**config.mk**
```make
export PLATFORM = sky130hd
export DESIGN_NAME = sample_rate_ready
export DESIGN_NICKNAME = d
export VERILOG_FILES = /design/src/include/rate_ready_pkg.sv /design/src/sample_fifo.sv /design/src/event_pin_mux.sv /design/src/sample_rate_ready.sv
export SDC_FILE = /design/constraint.sdc
export NUM_CORES = 1
export LEC_CHECK = 0
export BUFFER_PORTS_ARGS = -buffer_cell sky130_fd_sc_hd__buf_4
export CAP_MARGIN = 20
export CORE_MARGIN = 2
export CORE_UTILIZATION = 25
export DETAILED_ROUTE_END_ITERATION = 16
export HOLD_SLACK_MARGIN = 0.02
export MAX_ROUTING_LAYER = met4
export PLACE_DENSITY = 0.43
export SYNTH_ARGS = -nofsm -noshare
export SYNTH_HDL_FRONTEND = slang
export SYNTH_SLANG_ARGS = --single-unit
export TNS_END_PERCENT = 1
```
**constraint.sdc**
```tcl
create_clock -name sys_clk -period 6.5 [get_ports sys_clk]
set_clock_uncertainty 0.1 [all_clocks]
set_input_delay 1.95 -clock sys_clk [delete_from_list [all_inputs] [get_ports sys_clk]]
set_output_delay 1.95 -clock sys_clk [all_outputs]
set_load 0.01 [all_outputs]
```
**src/include/rate_ready_pkg.sv**
```systemverilog
// package for the sample-rate and sample-ready block
// assumes a 100 MHz system clock and a register port driven by the serial-bus front end
package rate_ready_pkg;
    localparam int CLK_HZ = 100_000_000;
    localparam int RATE_SLOW_HZ = 100;
    localparam int RATE_FAST_HZ = 400;
    localparam int PERIOD_SLOW_CYC = CLK_HZ / RATE_SLOW_HZ;
    localparam int PERIOD_FAST_CYC = CLK_HZ / RATE_FAST_HZ;
    // host reading window ends this long before the next sample
    localparam int GEN_GUARD_US = 150;
    localparam int GEN_GUARD_CYC = (GEN_GUARD_US * (CLK_HZ / 1_000_000));
    // register addresses
    localparam logic [7:0] ADDR_CONTROL_ONE = 8'h20;
    localparam logic [7:0] ADDR_PIN_ROUTING = 8'h22;
    localparam logic [7:0] ADDR_SAMPLE_STATUS = 8'h27;
    localparam logic [7:0] ADDR_AXIS_X = 8'h29;
    localparam logic [7:0] ADDR_AXIS_Y = 8'h2b;
    localparam logic [7:0] ADDR_AXIS_Z = 8'h2d;
    // field positions
    localparam int RATE_SELECT_POS = 7;
    localparam int AXIS_EN_LSB = 0;
    localparam int PIN_A_LSB = 0;
    localparam int PIN_B_LSB = 3;
    localparam int READY_POS = 3;
    localparam int OVERRUN_POS = 7;
    // reset values
    localparam logic [7:0] CONTROL_ONE_RST = 8'h07;
    localparam logic [7:0] PIN_ROUTING_RST = 8'h00;
    // event pin function codes
    localparam logic [2:0] PIN_FN_SRC_ONE = 3'h1;
    localparam logic [2:0] PIN_FN_SRC_TWO = 3'h2;
    localparam logic [2:0] PIN_FN_SRC_OR = 3'h3;
    localparam logic [2:0] PIN_FN_READY = 3'h4;
endpackage

```
**src/sample_fifo.sv**
```systemverilog
// fifo of sample words with valid/ready on both sides
// assumes one clock and synchronous active-high reset
`timescale 1ns/1ns
module sample_fifo #(
    parameter int WIDTH = 24,
    parameter int DEPTH = 16
) (
    // clock and reset
    input wire logic sys_clk,
    input wire logic sys_rst,
    // fill side
    input wire logic in_valid,
    output logic in_ready,
    input wire logic [WIDTH-1:0] in_data,
    // drain side
    output logic out_valid,
    input wire logic out_ready,
    output logic [WIDTH-1:0] out_data
);
    localparam int AW = $clog2(DEPTH);
    logic [WIDTH-1:0] mem [DEPTH];
    logic [AW-1:0] wr_ptr;
    logic [AW-1:0] rd_ptr;
    logic [AW:0] count;
    wire push = in_valid && in_ready;
    wire pop = out_valid && out_ready;
    assign in_ready = (count != (AW+1)'(DEPTH));
    assign out_valid = (count != '0);
    assign out_data = mem[rd_ptr];
    always_ff @(posedge sys_clk) begin
        if (push) begin
            mem[wr_ptr] <= in_data;
        end
    end
    always_ff @(posedge sys_clk) begin
        if (sys_rst) begin
            wr_ptr <= '0;
            rd_ptr <= '0;
            count <= '0;
        end else begin
            if (push) begin
                wr_ptr <= wr_ptr + AW'(1);
            end
            if (pop) begin
                rd_ptr <= rd_ptr + AW'(1);
            end
            count <= count + (AW+1)'(push) - (AW+1)'(pop);
        end
    end
endmodule

```
**src/event_pin_mux.sv**
```systemverilog
// selects one event pin's function from a three-bit code
// assumes interrupt sources arrive as synchronous levels
`timescale 1ns/1ns
module event_pin_mux
    import rate_ready_pkg::*;
(
    // clock and reset
    input wire logic sys_clk,
    input wire logic sys_rst,
    // selection
    input wire logic [2:0] code,
    input wire logic ready,
    input wire logic src_one,
    input wire logic src_two,
    // pin
    output logic pin
);
    wire logic next_pin = (code == PIN_FN_READY) ? ready :
                          (code == PIN_FN_SRC_ONE) ? src_one :
                          (code == PIN_FN_SRC_TWO) ? src_two :
                          (code == PIN_FN_SRC_OR) ? (src_one | src_two) :
                          1'b0;
    always_ff @(posedge sys_clk) begin
        if (sys_rst) begin
            pin <= 1'b0;
        end else begin
            pin <= next_pin;
        end
    end
endmodule

```
**src/sample_rate_ready.sv**
```systemverilog
// sample-rate timing, sample-ready flag, overrun status and event pin routing
// assumes a serial front end giving a one-cycle register read/write port
//
// Function
// - rate bit picks 100 Hz or 400 Hz
// - reset clears rate bit: 100 Hz
// - ready falls after full read sequence
// - late host: samples overwritten, trigger unreliable
// - status records overrun of unread set
// - routing bits 2-0 pin a, 5-3 pin b
// - codes 100 ready, 001 src one, 010 src two
// - code 011 drives OR of sources
// - ready flag sits in status bit 3
// - ready set when new set exists
// - ready clears after all enabled axes read
`timescale 1ns/1ns
module sample_rate_ready
    import rate_ready_pkg::*;
#(
    parameter int SAMPLE_W = 8,
    parameter int FIFO_DEPTH = 16,
    parameter int PERIOD_SLOW = PERIOD_SLOW_CYC,
    parameter int PERIOD_FAST = PERIOD_FAST_CYC
) (
    // clock and reset
    input wire logic sys_clk,
    input wire logic sys_rst,
    // sensing front end
    input wire logic [3*SAMPLE_W-1:0] sense_data,
    input wire logic [3*SAMPLE_W-1:0] unused_guard,
    // interrupt sources
    input wire logic src_one,
    input wire logic src_two,
    // register port
    input wire logic reg_wr,
    input wire logic reg_rd,
    input wire logic [7:0] reg_addr,
    input wire logic [7:0] reg_wdata,
    output logic [7:0] reg_rdata,
    // outputs
    output logic sample_strobe,
    output logic event_pin_a,
    output logic event_pin_b
);
    localparam int CW = $clog2(PERIOD_SLOW + 1);
    logic [7:0] control_one;
    logic [7:0] pin_routing_control;
    logic [CW-1:0] period_cnt;
    logic sample_ready_flag;
    logic overrun;
    logic [2:0] axis_read;
    logic [3*SAMPLE_W-1:0] held;
    logic fifo_out_valid;
    logic fifo_in_ready;
    logic [3*SAMPLE_W-1:0] fifo_out_data;

    wire rate_select_bit = control_one[RATE_SELECT_POS];
    wire [2:0] axis_en = control_one[AXIS_EN_LSB +: 3];
    wire [CW-1:0] period_last = rate_select_bit ? CW'(PERIOD_FAST - 1)
                                                : CW'(PERIOD_SLOW - 1);
    wire period_end = (period_cnt >= period_last);
    // a sample leaves the fifo the cycle after it enters and always overwrites the holding register
    wire load_set = fifo_out_valid;
    wire wr_ctrl = reg_wr && (reg_addr == ADDR_CONTROL_ONE);
    wire wr_route = reg_wr && (reg_addr == ADDR_PIN_ROUTING);

    function automatic logic [2:0] axis_hit(input logic [7:0] a);
        axis_hit = {a == ADDR_AXIS_Z, a == ADDR_AXIS_Y, a == ADDR_AXIS_X};
    endfunction

    wire [2:0] rd_hit = reg_rd ? axis_hit(reg_addr) : 3'h0;
    wire [2:0] next_axis_read = load_set ? 3'h0 : (axis_read | rd_hit);
    wire all_read = ((next_axis_read & axis_en) == axis_en) && (axis_en != 3'h0);

    sample_fifo #(
        .WIDTH(3*SAMPLE_W),
        .DEPTH(FIFO_DEPTH)
    ) u_fifo (
        .sys_clk(sys_clk),
        .sys_rst(sys_rst),
        .in_valid(sample_strobe),
        .in_ready(fifo_in_ready),
        .in_data(sense_data),
        .out_valid(fifo_out_valid),
        .out_ready(1'b1),
        .out_data(fifo_out_data)
    );

    always_ff @(posedge sys_clk) begin
        if (sys_rst) begin
            control_one <= CONTROL_ONE_RST;
            pin_routing_control <= PIN_ROUTING_RST;
        end else begin
            if (wr_ctrl) begin
                control_one <= reg_wdata;
            end
            if (wr_route) begin
                pin_routing_control <= reg_wdata;
            end
        end
    end

    always_ff @(posedge sys_clk) begin
        if (sys_rst) begin
            period_cnt <= '0;
            sample_strobe <= 1'b0;
        end else begin
            period_cnt <= period_end ? '0 : period_cnt + CW'(1);
            sample_strobe <= period_end && fifo_in_ready;
        end
    end

    always_ff @(posedge sys_clk) begin
        if (sys_rst) begin
            held <= '0;
        end else if (load_set) begin
            held <= fifo_out_data;
        end
    end

    always_ff @(posedge sys_clk) begin
        if (sys_rst) begin
            sample_ready_flag <= 1'b0;
            overrun <= 1'b0;
            axis_read <= 3'h0;
        end else begin
            axis_read <= next_axis_read;
            if (load_set) begin
                sample_ready_flag <= 1'b1;
                if (sample_ready_flag) begin
                    overrun <= 1'b1;
                end
            end else if (all_read) begin
                sample_ready_flag <= 1'b0;
                overrun <= 1'b0;
            end
        end
    end

    wire [7:0] status_word = (8'h01 << READY_POS) & {8{sample_ready_flag}}
                           | (8'h01 << OVERRUN_POS) & {8{overrun}};
    wire [7:0] next_rdata = (reg_addr == ADDR_CONTROL_ONE) ? control_one :
                            (reg_addr == ADDR_PIN_ROUTING) ? pin_routing_control :
                            (reg_addr == ADDR_SAMPLE_STATUS) ? status_word :
                            (reg_addr == ADDR_AXIS_X) ? held[0 +: SAMPLE_W] :
                            (reg_addr == ADDR_AXIS_Y) ? held[SAMPLE_W +: SAMPLE_W] :
                            (reg_addr == ADDR_AXIS_Z) ? held[2*SAMPLE_W +: SAMPLE_W] :
                            8'h00;
    always_ff @(posedge sys_clk) begin
        if (sys_rst) begin
            reg_rdata <= 8'h00;
        end else if (reg_rd) begin
            reg_rdata <= next_rdata;
        end
    end

    event_pin_mux u_pin_a (
        .sys_clk(sys_clk),
        .sys_rst(sys_rst),
        .code(pin_routing_control[PIN_A_LSB +: 3]),
        .ready(sample_ready_flag),
        .src_one(src_one),
        .src_two(src_two),
        .pin(event_pin_a)
    );
    event_pin_mux u_pin_b (
        .sys_clk(sys_clk),
        .sys_rst(sys_rst),
        .code(pin_routing_control[PIN_B_LSB +: 3]),
        .ready(sample_ready_flag),
        .src_one(src_one),
        .src_two(src_two),
        .pin(event_pin_b)
    );
endmodule

```
==> results of run 1 <==
-- cell families after synthesis --
kind of cell	synth area share [%]
AO/OA/AOI/OAI	4.303
XOR/XNOR	1.076
adder cells (fa/ha/maj)	1.443
buffers and inverters	1.704
flip-flops	71.09
multiplexers	15.47
AND/OR/NAND/NOR	4.911
-- final cells by class --
| type | count | area, sq um | area share (%) |
|---|---|---|---|
| flip-flops and latches | 473 | 13320 | 60.52 |
| multi-input cells | 496 | 5205 | 23.64 |
| clock buffers | 66 | 1311 | 5.956 |
| well taps | 969 | 1212 | 5.507 |
| repair buffers | 82 | 660.6 | 3.001 |
| clock inverters | 25 | 235.2 | 1.068 |
| inverters | 16 | 60.06 | 0.2728 |
| diodes | 3 | 7.507 | 0.03410 |
-- final timing paths --
check / to / slack (ns) / cells past startpoint
hold / removal: period_cnt[0] / 0.36 / 1
setup / recovery: control_one[7] / 2.90 / 5
hold reg to reg: period_cnt[0] / 0.36 / 1
setup reg to reg: u_fifo.count[4] / 3.19 / 13
-- worst max-delay path, delay by kind of cell --
kind                   cells  cell delay [ns]
muxes                      1             0.35
buffers and inverters      1             0.11
and+or+nand+nor            3             1.53
-- registers in the layout, summed over array words and instances, names as in the netlist, 3 cells and up --
name and cells:
u_fifo.count 5, period_cnt 20, u_fifo.rd_ptr 4, control_one 8, reg_rdata 8, u_fifo.wr_ptr 4, u_fifo.mem 384, held 24
axis_read 3, pin_routing_control 8
-- cell usage in the layout, fill, tap and decap left out, drive strengths merged, types with 11 or more instances in the layout --
master	count
nand4	11
xnor2	16
nand2	18
nor3	34
a31o	24
clkinv	20
inv	17
ha	20
mux2i	70
o22ai	24
buf	82
edfxtp	384
dfxtp	89
mux4	96
nor2	54
clkbuf	66
-- metal layers --
layer	up-vias	global-route usage, %	routed length (um)
met5	-	-	0
met4	0	3.202	901
met3	69	2.451	2080
met2	171	18.81	21200
met1	5049	16.96	22330
li1	4368	-	-
-- power by group --
group	switching, mW	internal [mW]	leakage, nW	total (mW)
Clock	1.18	1.58	0.752	2.76
Sequential	0.161	3.37	4.18	3.53
Combinational	0.539	0.548	2.12	1.09
Total	1.88	5.50	7.05	7.38
-- synthesized netlist by cell type (18+ instances only) --
cell type | n | share of area (%)
mux2i_1 | 70 | 3.7
dfxtp_1 | 89 | 9.5
nor2_1 | 54 | 1.1
clkbuf_1 | 32 | 0.64
mux4_2 | 96 | 12
nand2_1 | 18 | 0.36
ha_1 | 20 | 1.3
edfxtp_1 | 384 | 62
o22ai_1 | 24 | 0.80
buf_2 | 18 | 0.48
nor3_1 | 34 | 0.91
a31o_2 | 22 | 1.0
-- stage by stage --
stage	worst slack (ns)	power, mW	std cells	hold slack [ns]
finish	2.902	7.376	2130	0.3589
global route	2.762	7.694	2130	0.3891
CTS	2.886	7.498	2127	0.3649
detailed placement	2.280	4.714	2036	0.3551
global placement	2.238	4.705	2034	0.3419
floorplan	3.090	4.358	1045	0.3319
==> reports/results.env, run 1 <==
FILL_CELLS=7361
DRT_ITER0_DRC=597
FIRST_PASS_ITERS=5
DRIVE_GT1_SHARE_PCT=25.30
ASYNC_RESET_FF_SHARE_PCT=0
CELLPOWERDENSITY_mW_PER_MM2=335.0
CP_DATA_ARRIVAL_TIME_NS=3.95
FP.DIEW_UM=277.7
FINAL_AREA_SQ_MM=0.02202
CTS.HOLD.BUFFERS_ADDED=0
TRITONCTS='built'
CRIT_REQUIRED_NS=6.85
HOLD_PATH.CLASS='flip-flop to flip-flop'
SYNTH-MAIN-FF-CELL='edfxtp_1'
DP_HPWL_MM=26.52
DETAILED_PLACE.AREA_SQ_MM=0.02046
DETAIL_ROUTE.WIRELENGTH_MM=46.52
GRT.TOTAL_USAGE_PCT=12.39
CLKSLEWWORSTSETUPHOLDPATHS_NS=0.06
GLOBALROUTEOVERFLOWTOTAL=0
VIAS_IN_THE_FIRST_GLOBAL_ROUTE=10200
MAX-SLEW-MARGIN-REL_PCT=37.61
START_UTIL_PCT=25.20
SETUP_REPAIR_AFTER_GLOBAL_ROUTING_MISSED_ITS_MARGIN='no'
FINALNETCOUNT=1209
CTS-BUFFERS-INSERTED=49
NUMBER_OF_ROWS_CREATED_AT_FLOORPLAN=100
REPORT.FINAL.SLEW_VIOL_COUNT=0
POWER_LEAKAGE_nW=7.054
CTS_SETUP_BUFFERS=0
CTS_MAX_PATH_BUFFERS=3
MAPPED_AVG_CELL_AREA_SQ_UM=17.92
AREA_GROWTH_SYN_TO_LAYOUT_PCT=17.57
HOLD_PATH.STARTPOINT='period_cnt[0]'
GP_CONGESTION=0.7467
FINALWORSTPATHREQUIREDPERIOD_NS=3.598
SHARE_OF_SYNTHESIZED_AREA_OCCUPIED_BY_FLIP_FLOPS_AND_LATCHES_PCT=71.09
TIMING_WORST_SLEW_PIN_VALUE_NS=0.9359
VIASPERCELL=4.534
START_KIND='input pin'
WORST_PATH_MAX_DELAY_CELL='nor4b_2'
ROUTED-VIA-COUNT=9657
WORST_SETUP_PATH_STARTPOINT='reg_addr[4]'
YOSYSUNIQUECELLTYPES=57
CTSROOTBUFFERMASTER='clkbuf_16'
NUMCLOCKSINKS=473
SYNTH_FP_NETS=1136
PORT_BUFFER_COUNT=56
POST-ROUTE-UTIL_PCT=29.62
FINALSETUPTNS_NS=0
WORSTREG2REGSTART='u_fifo.count[2]'
YS_FF_LATCH=473
DRV.MAX_CAP_VIOLATION_COUNT=0
CTS.REPAIR.RESIZED=0
POSTSYNTHCELLCOUNT=1045
SYNTH_ENABLE_FLOP_CELLS=384
HIGHEST_CLOCK_FREQUENCY_THE_DESIGN_CAN_MEET_GHz=0.2779
H_TREE_LEVEL_COUNT=2
DIEAREA_SQ_MM=0.07711
CRITICAL_PATH.MAX_STAGE_DELAY_NS=0.78
PATH_CELLS='buf_4, nor4b_2, nand4b_1, mux2i_1, nor2_1'
SYNTH_AREA_SQ_MM=0.01873
DIE_HEIGHT_UM=277.7
SYNTHESIS.YOSYS.WARNINGS=0
FINALSETUPVIOLCOUNT=0
GLOBAL_ROUTE_WIRE_LENGTH_BEFORE_REPAIR_MM=68.72
INITIAL_ANTENNA_VIOLATION_COUNT=3
DRC=0
RUN_STATUS='finished clean'
WORST_SKEW_PAIR.LATE_LATENCY_NS=0.60
IOPINCOUNT=81
WORST-SETUP-PATH-TYPE='input pin to flip-flop'
GRT_MAX_DEGREE=59
PERIOD_SHARE_PCT=55.35
ROUTE.ANTENNA.REMAINING_NETS=0
FINALHOLDVIOLATIONS=0
CRIT_FANOUT=8
IR_DROP_uV=154.2
DESIGN.CORE.AREA_SQ_MM=0.07432
TIMING.CRITICAL_PATH.TO_TYPE='flip-flop'
DETAIL_ROUTE.WL_PER_CELL_UM=21.84
Power figures use the tool's default switching activity.
==> inputs of run 2 (changes only) <==
--- a/config.mk
+++ b/config.mk
@@ -12,7 +12,7 @@
 export DETAILED_ROUTE_END_ITERATION = 16
 export HOLD_SLACK_MARGIN = 0.02
 export MAX_ROUTING_LAYER = met4
-export PLACE_DENSITY = 0.43
+export PLACE_DENSITY = 0.44
 export SYNTH_ARGS = -nofsm -noshare
 export SYNTH_HDL_FRONTEND = slang
 export SYNTH_SLANG_ARGS = --single-unit
==> constraint.sdc (replaced) <==
create_clock -name sys_clk -period 2.9 [get_ports sys_clk]
set_clock_uncertainty 0.1 [all_clocks]
set_input_delay 0.87 -clock sys_clk [delete_from_list [all_inputs] [get_ports sys_clk]]
set_output_delay 0.87 -clock sys_clk [all_outputs]
set_load 0.01 [all_outputs]
==> run 2 against run 1 <==
  * Combinational power rose to 2.5 times the previous value
  * Utilization grew 0.62 points
  * Global-route usage rose by 0.14 points
  * Highest routed layer unchanged
  * Die area did not move
  * Via count increased by 2.6%
==> reports/results.env, run 2 (same netlist as run 1, synthesis figures left out) <==
TIMING.CRITICAL_PATH.TO_TYPE='flip-flop'
GP_CONGESTION=0.7521  # +0.72%
WORST-SETUP-PATH-TYPE='flip-flop to flip-flop'
HIGHEST_CLOCK_FREQUENCY_THE_DESIGN_CAN_MEET_GHz=0.3651
DP_HPWL_MM=26.25  # -1.0%
PORT_BUFFER_COUNT=56  # unchanged
WORSTREG2REGSTART='u_fifo.count[2]'
CLKSLEWWORSTSETUPHOLDPATHS_NS=0.06  # about the same
MIN_DELAY_WORST_ENDPOINT='period_cnt[0]'
SETUP_REPAIR_AFTER_GLOBAL_ROUTING_MISSED_ITS_MARGIN='no'
FF2FF_SETUP_SLACK_NS=0.16  # -3.03 ns
HOLD_PATH.STARTPOINT='period_cnt[0]'
IR_DROP_uV=390.6  # +150%
WORST_HOLD_PATH.NUM_CELLS=1  # unchanged
FINALSETUPVIOLCOUNT=0  # unchanged
ROUTE.ANTENNA.REMAINING_NETS=0  # unchanged
DIE_HEIGHT_UM=277.7  # unchanged
RUN_STATUS='finished clean'
MAX-SLEW-MARGIN-REL_PCT=66.43  # +29 points
FINALWORSTPATHREQUIREDPERIOD_NS=2.739
REG2REG_TO='u_fifo.count[4]'
BUFFERS_PLUS_INVERTERS_ON_THE_WORST_SETUP_PATH=3  # +2
CTSROOTBUFFERMASTER='clkbuf_16'
DRC=0  # unchanged
WORST_SKEW_PAIR.LATE_LATENCY_NS=0.60  # about the same
FINAL_CELL_MIX='384 x edfxtp_1, 96 x mux4_2, 88 x buf_4, 86 x dfxtp_1, 70 x mux2i_1'
POST_LAYOUT_NONFILLER_INSTANCES=2153  # +1.1%
CPLARGESTDELAYFAMILY='adder cells'
NUMCLOCKSINKS=473  # unchanged
FINAL_COMMON_CELL='edfxtp_1'
GLOBAL_ROUTE_WIRE_LENGTH_BEFORE_REPAIR_MM=69.23  # +0.74%
CRIT_FANOUT=2  # -6
DIEAREA_SQ_MM=0.07711  # unchanged
FINALHOLDVIOLATIONS=0  # unchanged
DRIVE_GT1_SHARE_PCT=27.41  # +2.1 points
POWER_CONSUMPTION_mW=16.84  # +130%
ROUTED-VIA-COUNT=9907  # +2.6%
TIMING_WORST_SLEW_PIN_VALUE_NS=0.5035  # -0.4324 ns
NUMBER_OF_INSTANCES_IN_THE_PLACED_DESIGN=2062  # +1.3%
CTS.HOLD.BUFFERS_ADDED=0  # unchanged
AREA_GROWTH_SYN_TO_LAYOUT_PCT=20.04
REGMOSTFLOPS='u_fifo.mem'
REPORT.FINAL.SLEW_VIOL_COUNT=0  # unchanged
MAX_REG_FLOPS=384  # unchanged
GRT.TOTAL_USAGE_PCT=12.53  # +0.14 points
FIRST_PASS_ITERS=4  # -1
CTS-BUFFERS-INSERTED=50  # +2.0%
VIASPERCELL=4.601  # +1.5%
START_KIND='flip-flop'
PERIOD_SHARE_PCT=94.44
START_UTIL_PCT=25.20  # unchanged
DESIGN.CORE.AREA_SQ_MM=0.07432  # unchanged
VIAS_IN_THE_FIRST_GLOBAL_ROUTE=10090  # -1.1%
LAYOUT_TOP_REGISTERS='u_fifo.mem (384), held (24), period_cnt (20)'
IOPINCOUNT=81  # unchanged
TRITONCTS='built'
POWER_LEAKAGE_nW=7.257  # +2.9%
CRITICAL_PATH.MAX_STAGE_DELAY_NS=0.44  # -0.34 ns
DRV.MAX_CAP_VIOLATION_COUNT=0  # unchanged
CP_DATA_ARRIVAL_TIME_NS=3.16  # -0.79 ns
INITIAL_ANTENNA_VIOLATION_COUNT=2  # -1
WORST_PATH_MAX_DELAY_CELL='fa_1'
DETAIL_ROUTE.WIRELENGTH_MM=47.10  # +1.3%
CTS_MAX_PATH_BUFFERS=3  # unchanged
DETAIL_ROUTE.WL_PER_CELL_UM=21.88  # +0.18%
NUMBER_OF_ROWS_CREATED_AT_FLOORPLAN=100  # unchanged
CELLPOWERDENSITY_mW_PER_MM2=749.3  # +120%
GLOBALROUTEOVERFLOWTOTAL=0  # unchanged
TIMING.REG2REG.WORST_PATH_DEPTH=12  # -1
GRT_MAX_DEGREE=51  # -14%
DRT_ITER0_DRC=799  # +34%
PATH_CELLS='inv_1, ha_1, nor4b_4, inv_1, ha_1, inv_1, ha_1, fa_1, a21oi_1, nor2_1, or3_1, a21oi_1'
FINALNETCOUNT=1237  # +2.3%
CRIT_REQUIRED_NS=3.32  # -3.53 ns
FP.DIEW_UM=277.7  # unchanged
HOLD_PATH.CLASS='flip-flop to flip-flop'
H_TREE_LEVEL_COUNT=2  # unchanged
[run 2: cell count changes in the layout (fill, tap and decap cells not counted), moves of 2 or more]
cell,before,now
clkbuf_16,50,52
buf_12,2,21
clkbuf_1,16,13
clkinv_1,13,8
buf_4,79,88
[run 2: power by group]
| part | switching, mW | leakage (nW) | internal [mW] |
|---|---|---|---|
| sequential | 0.249 | 4.18 | 7.56 |
| clock | 2.65 | 0.779 | 3.66 |
| combinational | 1.36 | 2.30 | 1.37 |
[run 2: final cells by class]
class                           instances  area, sq um
Fill cell                            7377        51840
Sequential cell                       473        13320
Multi-Input combinational cell        496         5210
Clock buffer                           67         1371
Tap cell                              969         1212
Timing Repair Buffer                  109         1081
Clock inverter                         21        214.0
Inverter                               16        60.06
Antenna cell                            2        5.005
[run 2: what timing repair did]
action                                 CTS  global route
endpoints found under the hold margin    0             0
setup endpoints to repair                0             1
gates resized for setup                  0             0
buffers inserted                         0             1
[run 2: how the worst max path moves through the flow]
stage                          startpoint          endpoint  cells after the start
after floorplan           u_fifo.count[2]  u_fifo.mem[1][0]                      7
after global placement    u_fifo.count[3]   u_fifo.count[4]                     12
after detailed placement  u_fifo.count[3]   u_fifo.count[4]                     12
after CTS                 u_fifo.count[3]   u_fifo.count[4]                     12
after global routing      u_fifo.count[3]   u_fifo.count[4]                     12
final                     u_fifo.count[2]   u_fifo.count[4]                     12
[run 2: per-layer routing]
metal,track usage [%],vias up,part of all wire [%]
li1,-,4427,-
met3,2.266,62,4.3
met5,-,-,0
met1,16.98,5226,47
met4,3.119,0,1.8
met2,19.45,192,47
[run 2: through the flow]
step	setup slack [ns]	util [%]	hold WS, ns	area [sq um]	setup TNS [ns]
after floorplan	-0.4954	-	0.3319	18730	-29.40
after global placement	0.1390	28.09	0.3453	20880	0
after detailed placement	0.1602	28.09	0.3601	20880	0
after CTS	0.1311	30.23	0.3708	22470	0
after global routing	0.001869	30.24	0.3957	22480	0
final	0.1611	30.24	0.3667	22480	0
==> inputs of run 3 (changes only) <==
--- a/config.mk
+++ b/config.mk
@@ -15,5 +15,6 @@
 export PLACE_DENSITY = 0.44
 export SYNTH_ARGS = -nofsm -noshare
 export SYNTH_HDL_FRONTEND = slang
+export SYNTH_HIERARCHICAL = 1
 export SYNTH_SLANG_ARGS = --single-unit
 export TNS_END_PERCENT = 1
==> run 3 against run 2 <==
  * Area after synthesis rose by 1.1%
  * Synthesized cell count rose by 4.8%
  * Routed wire length up 2.3%
  * Sequential cell count up 4
  * Design area up 1.4%
  * Register-to-register slack about the same
  * Total power rose by 2.3%
  * Combinational power up 7.7%
  * Global-route usage up 0.31 points
  * Critical path type unchanged
  * Critical endpoint is now u_fifo/count[4]
  * Worst setup slack lost 0.014 ns
==> reports/results.env, run 3 <==
TIMING.CRITICAL_PATH.TO_TYPE='flip-flop'
H_TREE_LEVEL_COUNT=2  # unchanged
GLOBALROUTEOVERFLOWTOTAL=0  # unchanged
SYNTH_LARGEST_AREA_CELL='edfxtp_1'
ROUTE.ANTENNA.REMAINING_NETS=0  # unchanged
ASYNC_RESET_FF_SHARE_PCT=0  # unchanged
CELLPOWERDENSITY_mW_PER_MM2=756.5  # +0.96%
CRIT_FANOUT=2  # unchanged
FIRST_PASS_ITERS=5  # +1
SYNTHMOSTINSTANTIATEDCELL='edfxtp_1'
YOSYSUNIQUECELLTYPES=60  # +5.3%
DIEAREA_SQ_MM=0.07791  # +1.0%
CELLINTERNALPOWER_mW=12.93  # +2.7%
START_KIND='flip-flop'
CLKSLEWWORSTSETUPHOLDPATHS_NS=0.06  # about the same
CTSROOTBUFFERMASTER='clkbuf_16'
WORST_SKEW_PAIR.LATE_LATENCY_NS=0.59  # about the same
POST-ROUTE-UTIL_PCT=30.50  # +0.26 points
SYNTH.CELLS.MOST_FREQUENT='384 x edfxtp_1, 96 x mux4_2, 93 x dfxtp_1'
FINALHOLDVIOLATIONS=0  # unchanged
SETUP_REPAIR_AFTER_GLOBAL_ROUTING_MISSED_ITS_MARGIN='no'
DIE_HEIGHT_UM=279.1  # +0.52%
DETAIL_ROUTE.WIRELENGTH_MM=48.18  # +2.3%
FRACTION_OF_POST_SYNTHESIS_CELL_AREA_IN_THE_TOP_CELL_TYPE_BY_AREA_PCT=60.94  # -0.64 points
FINAL_COMMON_CELL='edfxtp_1'
CRIT_REQUIRED_NS=3.25  # -0.07 ns
GRT_MAX_DEGREE=41  # -20%
START_UTIL_PCT=25.33  # +0.14 points
GRT.TOTAL_USAGE_PCT=12.83  # +0.31 points
NUMCLOCKSINKS=477  # +0.85%
IR_DROP_uV=429.9  # +10%
VIAS_IN_THE_FIRST_GLOBAL_ROUTE=10610  # +5.2%
GP_CONGESTION=0.7631  # +1.5%
NUMBER_OF_INSTANCES_IN_THE_PLACED_DESIGN=2125  # +3.1%
MAX-SLEW-MARGIN-REL_PCT=38.12  # -28 points
WORST-SETUP-PATH-TYPE='flip-flop to flip-flop'
YOSYS-TOP-CELLS-AREA='edfxtp_1 61%, mux4_2 11%, dfxtp_1 9.8%, mux2i_1 2.5%, a22oi_1 2.0%'
CP_DATA_ARRIVAL_TIME_NS=3.11  # -0.05 ns
YS_FF_LATCH=477  # +0.85%
POWER.SHARE.COMBINATIONAL_PCT=17.1  # +0.9 points
POWER.SHARE.SWITCHING_PCT=24.97  # -0.29 points
ROUTED-VIA-COUNT=10170  # +2.6%
TOTAL_SWITCHING_POWER_mW=4.303  # +1.2%
REPORT.FINAL.SLEW_VIOL_COUNT=0  # unchanged
SYNTH-MAIN-FF-CELL='edfxtp_1'
INITIAL_ANTENNA_VIOLATION_COUNT=3  # +1
LAYOUT_TOP_REGISTERS='u_fifo/mem (384), held (24), period_cnt (20)'
TRITONCTS='built'
GLOBAL_ROUTE_WIRE_LENGTH_BEFORE_REPAIR_MM=71.26  # +2.9%
DP_HPWL_MM=29.19  # +11%
SYNTH_ENABLE_FLOP_CELLS=384  # unchanged
HIGHEST_CLOCK_FREQUENCY_THE_DESIGN_CAN_MEET_GHz=0.3633  # -0.50%
POSTSYNTHCELLCOUNT=1095  # +4.8%
REGMOSTFLOPS='u_fifo/mem'
SEQ_POWER_SHARE_PCT=44.9  # -1.4 points
FP.DIEW_UM=279.1  # +0.52%
SHARE_OF_SYNTHESIZED_AREA_OCCUPIED_BY_FLIP_FLOPS_AND_LATCHES_PCT=70.77  # -0.32 points
CTS.HOLD.BUFFERS_ADDED=0  # unchanged
CTS-BUFFERS-INSERTED=51  # +2.0%
POST_LAYOUT_NONFILLER_INSTANCES=2226  # +3.4%
FINALWORSTPATHREQUIREDPERIOD_NS=2.753  # +0.01371 ns
NUMBER_OF_ROWS_CREATED_AT_FLOORPLAN=100  # unchanged
FINALNETCOUNT=1303  # +5.3%
DETAIL_ROUTE.WL_PER_CELL_UM=21.65  # -1.1%
SYNTH_AREA_SQ_MM=0.01892  # +1.1%
CTS_MAX_PATH_BUFFERS=3  # unchanged
PORT_BUFFER_COUNT=56  # unchanged
FINALSETUPVIOLCOUNT=0  # unchanged
MAX_REG_FLOPS=384  # unchanged
MAPPED_AVG_CELL_AREA_SQ_UM=17.28  # -3.6%
PERIOD_SHARE_PCT=94.92  # +0.47 points
POWER_LEAKAGE_nW=7.602  # +4.8%
HOLD_PATH.CLASS='flip-flop to flip-flop'
DRIVE_GT1_SHARE_PCT=27.49  # +0.079 points
SYNTHESIS.YOSYS.WARNINGS=6  # +6
IOPINCOUNT=81  # unchanged
FILL_CELLS=7313  # -0.87%
DRC=0  # unchanged
AREA_GROWTH_SYN_TO_LAYOUT_PCT=20.40
DESIGN.CORE.AREA_SQ_MM=0.07470  # +0.50%
DRT_ITER0_DRC=694  # -13%
DRV.MAX_CAP_VIOLATION_COUNT=0  # unchanged
FINAL_CELL_MIX='384 x edfxtp_1, 108 x buf_4, 96 x mux4_2, 90 x dfxtp_1, 58 x nor2_1'
VIASPERCELL=4.566  # -0.76%
RUN_STATUS='finished clean'
TIMING_WORST_SLEW_PIN_VALUE_NS=0.9264  # +0.4229 ns
POWER.CLOCK.FRACTION_PCT=38.0  # +0.5 points
==> run 3: area by class of cell <==
cell class	instances	area (sq um)	share of cell area, %
Sequential cell	477	13400	58.82
Multi-Input combinational cell	531	5261	23.09
Clock buffer	62	1349	5.920
Tap cell	969	1212	5.321
Timing Repair Buffer	123	1111	4.876
Clock inverter	34	339.1	1.488
Inverter	28	105.1	0.4613
Antenna cell	2	5.005	0.02197
==> run 3: power groups by stage <==
| stage | logic [mW] | registers, mW | clock network (mW) |
|---|---|---|---|
| 6_report | 2.94 | 7.74 | 6.56 |
| 5_1_grt | 3.22 | 7.76 | 7.03 |
| 4_1_cts | 2.94 | 7.74 | 6.77 |
| 3_5_place_dp | 2.93 | 7.88 | 0 |
| 3_3_place_gp | 2.90 | 7.88 | 0 |
| 2_1_floorplan | 2.14 | 7.81 | 0 |
==> run 3: per-stage QoR <==
stage	TNS, ns	power, mW	setup WS, ns	instance area [sq um]	hold slack (ns)
2_1_floorplan	-92.04	9.945	-0.9589	18930	0.3570
3_3_place_gp	-0.07134	10.78	-0.07134	21030	0.3729
3_5_place_dp	-0.05900	10.81	-0.05900	21030	0.3582
4_1_cts	0	17.45	0.1180	22730	0.3775
5_1_grt	0	18.00	0.01230	22780	0.3991
6_report	0	17.24	0.1474	22780	0.3817
==> run 3: logic make-up after synthesis <==
| kind of cell | count (synthesis) | share of synthesized area, % |
|---|---|---|
| simple gates | 233 | 6.546 |
| other cells | 1 | 0.01982 |
| xor+xnor | 20 | 0.9257 |
| buf+inv | 90 | 2.089 |
| compound gates | 109 | 4.252 |
| fa+ha+maj | 21 | 1.428 |
| mux | 144 | 13.96 |
| flops | 477 | 70.77 |
==> run 3: worst max-delay path, stage by stage, from the launching register on <==
cell and delay [ns]:
dfxtp_2 0.32, inv_2 0.07, ha_4 0.13, or4b_4 0.48
nand2_4 0.08, inv_2 0.03, ha_1 0.25, inv_1 0.06
ha_2 0.18, inv_2 0.04, fa_2 0.39, nor2b_2 0.15
o21bai_1 0.11, a21oi_1 0.18, nor3b_2 0.06
==> run 3: repair_timing <==
action                                  4_1_cts  5_1_grt
endpoints found under the setup margin        1        1
gates cloned                                  0        0
resized for setup                             3       10
setup buffers                                 0        3
pin swaps                                     0        5
==> run 3: metal layers <==
metal	global-route usage, %	share of wire, %
met3	2.176	4.4
met4	3.763	2.3
met1	16.92	46
met5	-	0
met2	20.33	48
==> run 3: worst paths after layout <==
check / endpoint / startpoint / depth (start not counted) / slack [ns]
worst min register to register: reg_rdata[7] / reg_rdata[7] / 2 / 0.38
worst max-delay path: u_fifo/count[4] / u_fifo/count[3] / 14 / 0.15
worst max register to register: u_fifo/count[4] / u_fifo/count[3] / 14 / 0.15
worst min-delay path: reg_rdata[7] / reg_rdata[7] / 2 / 0.38
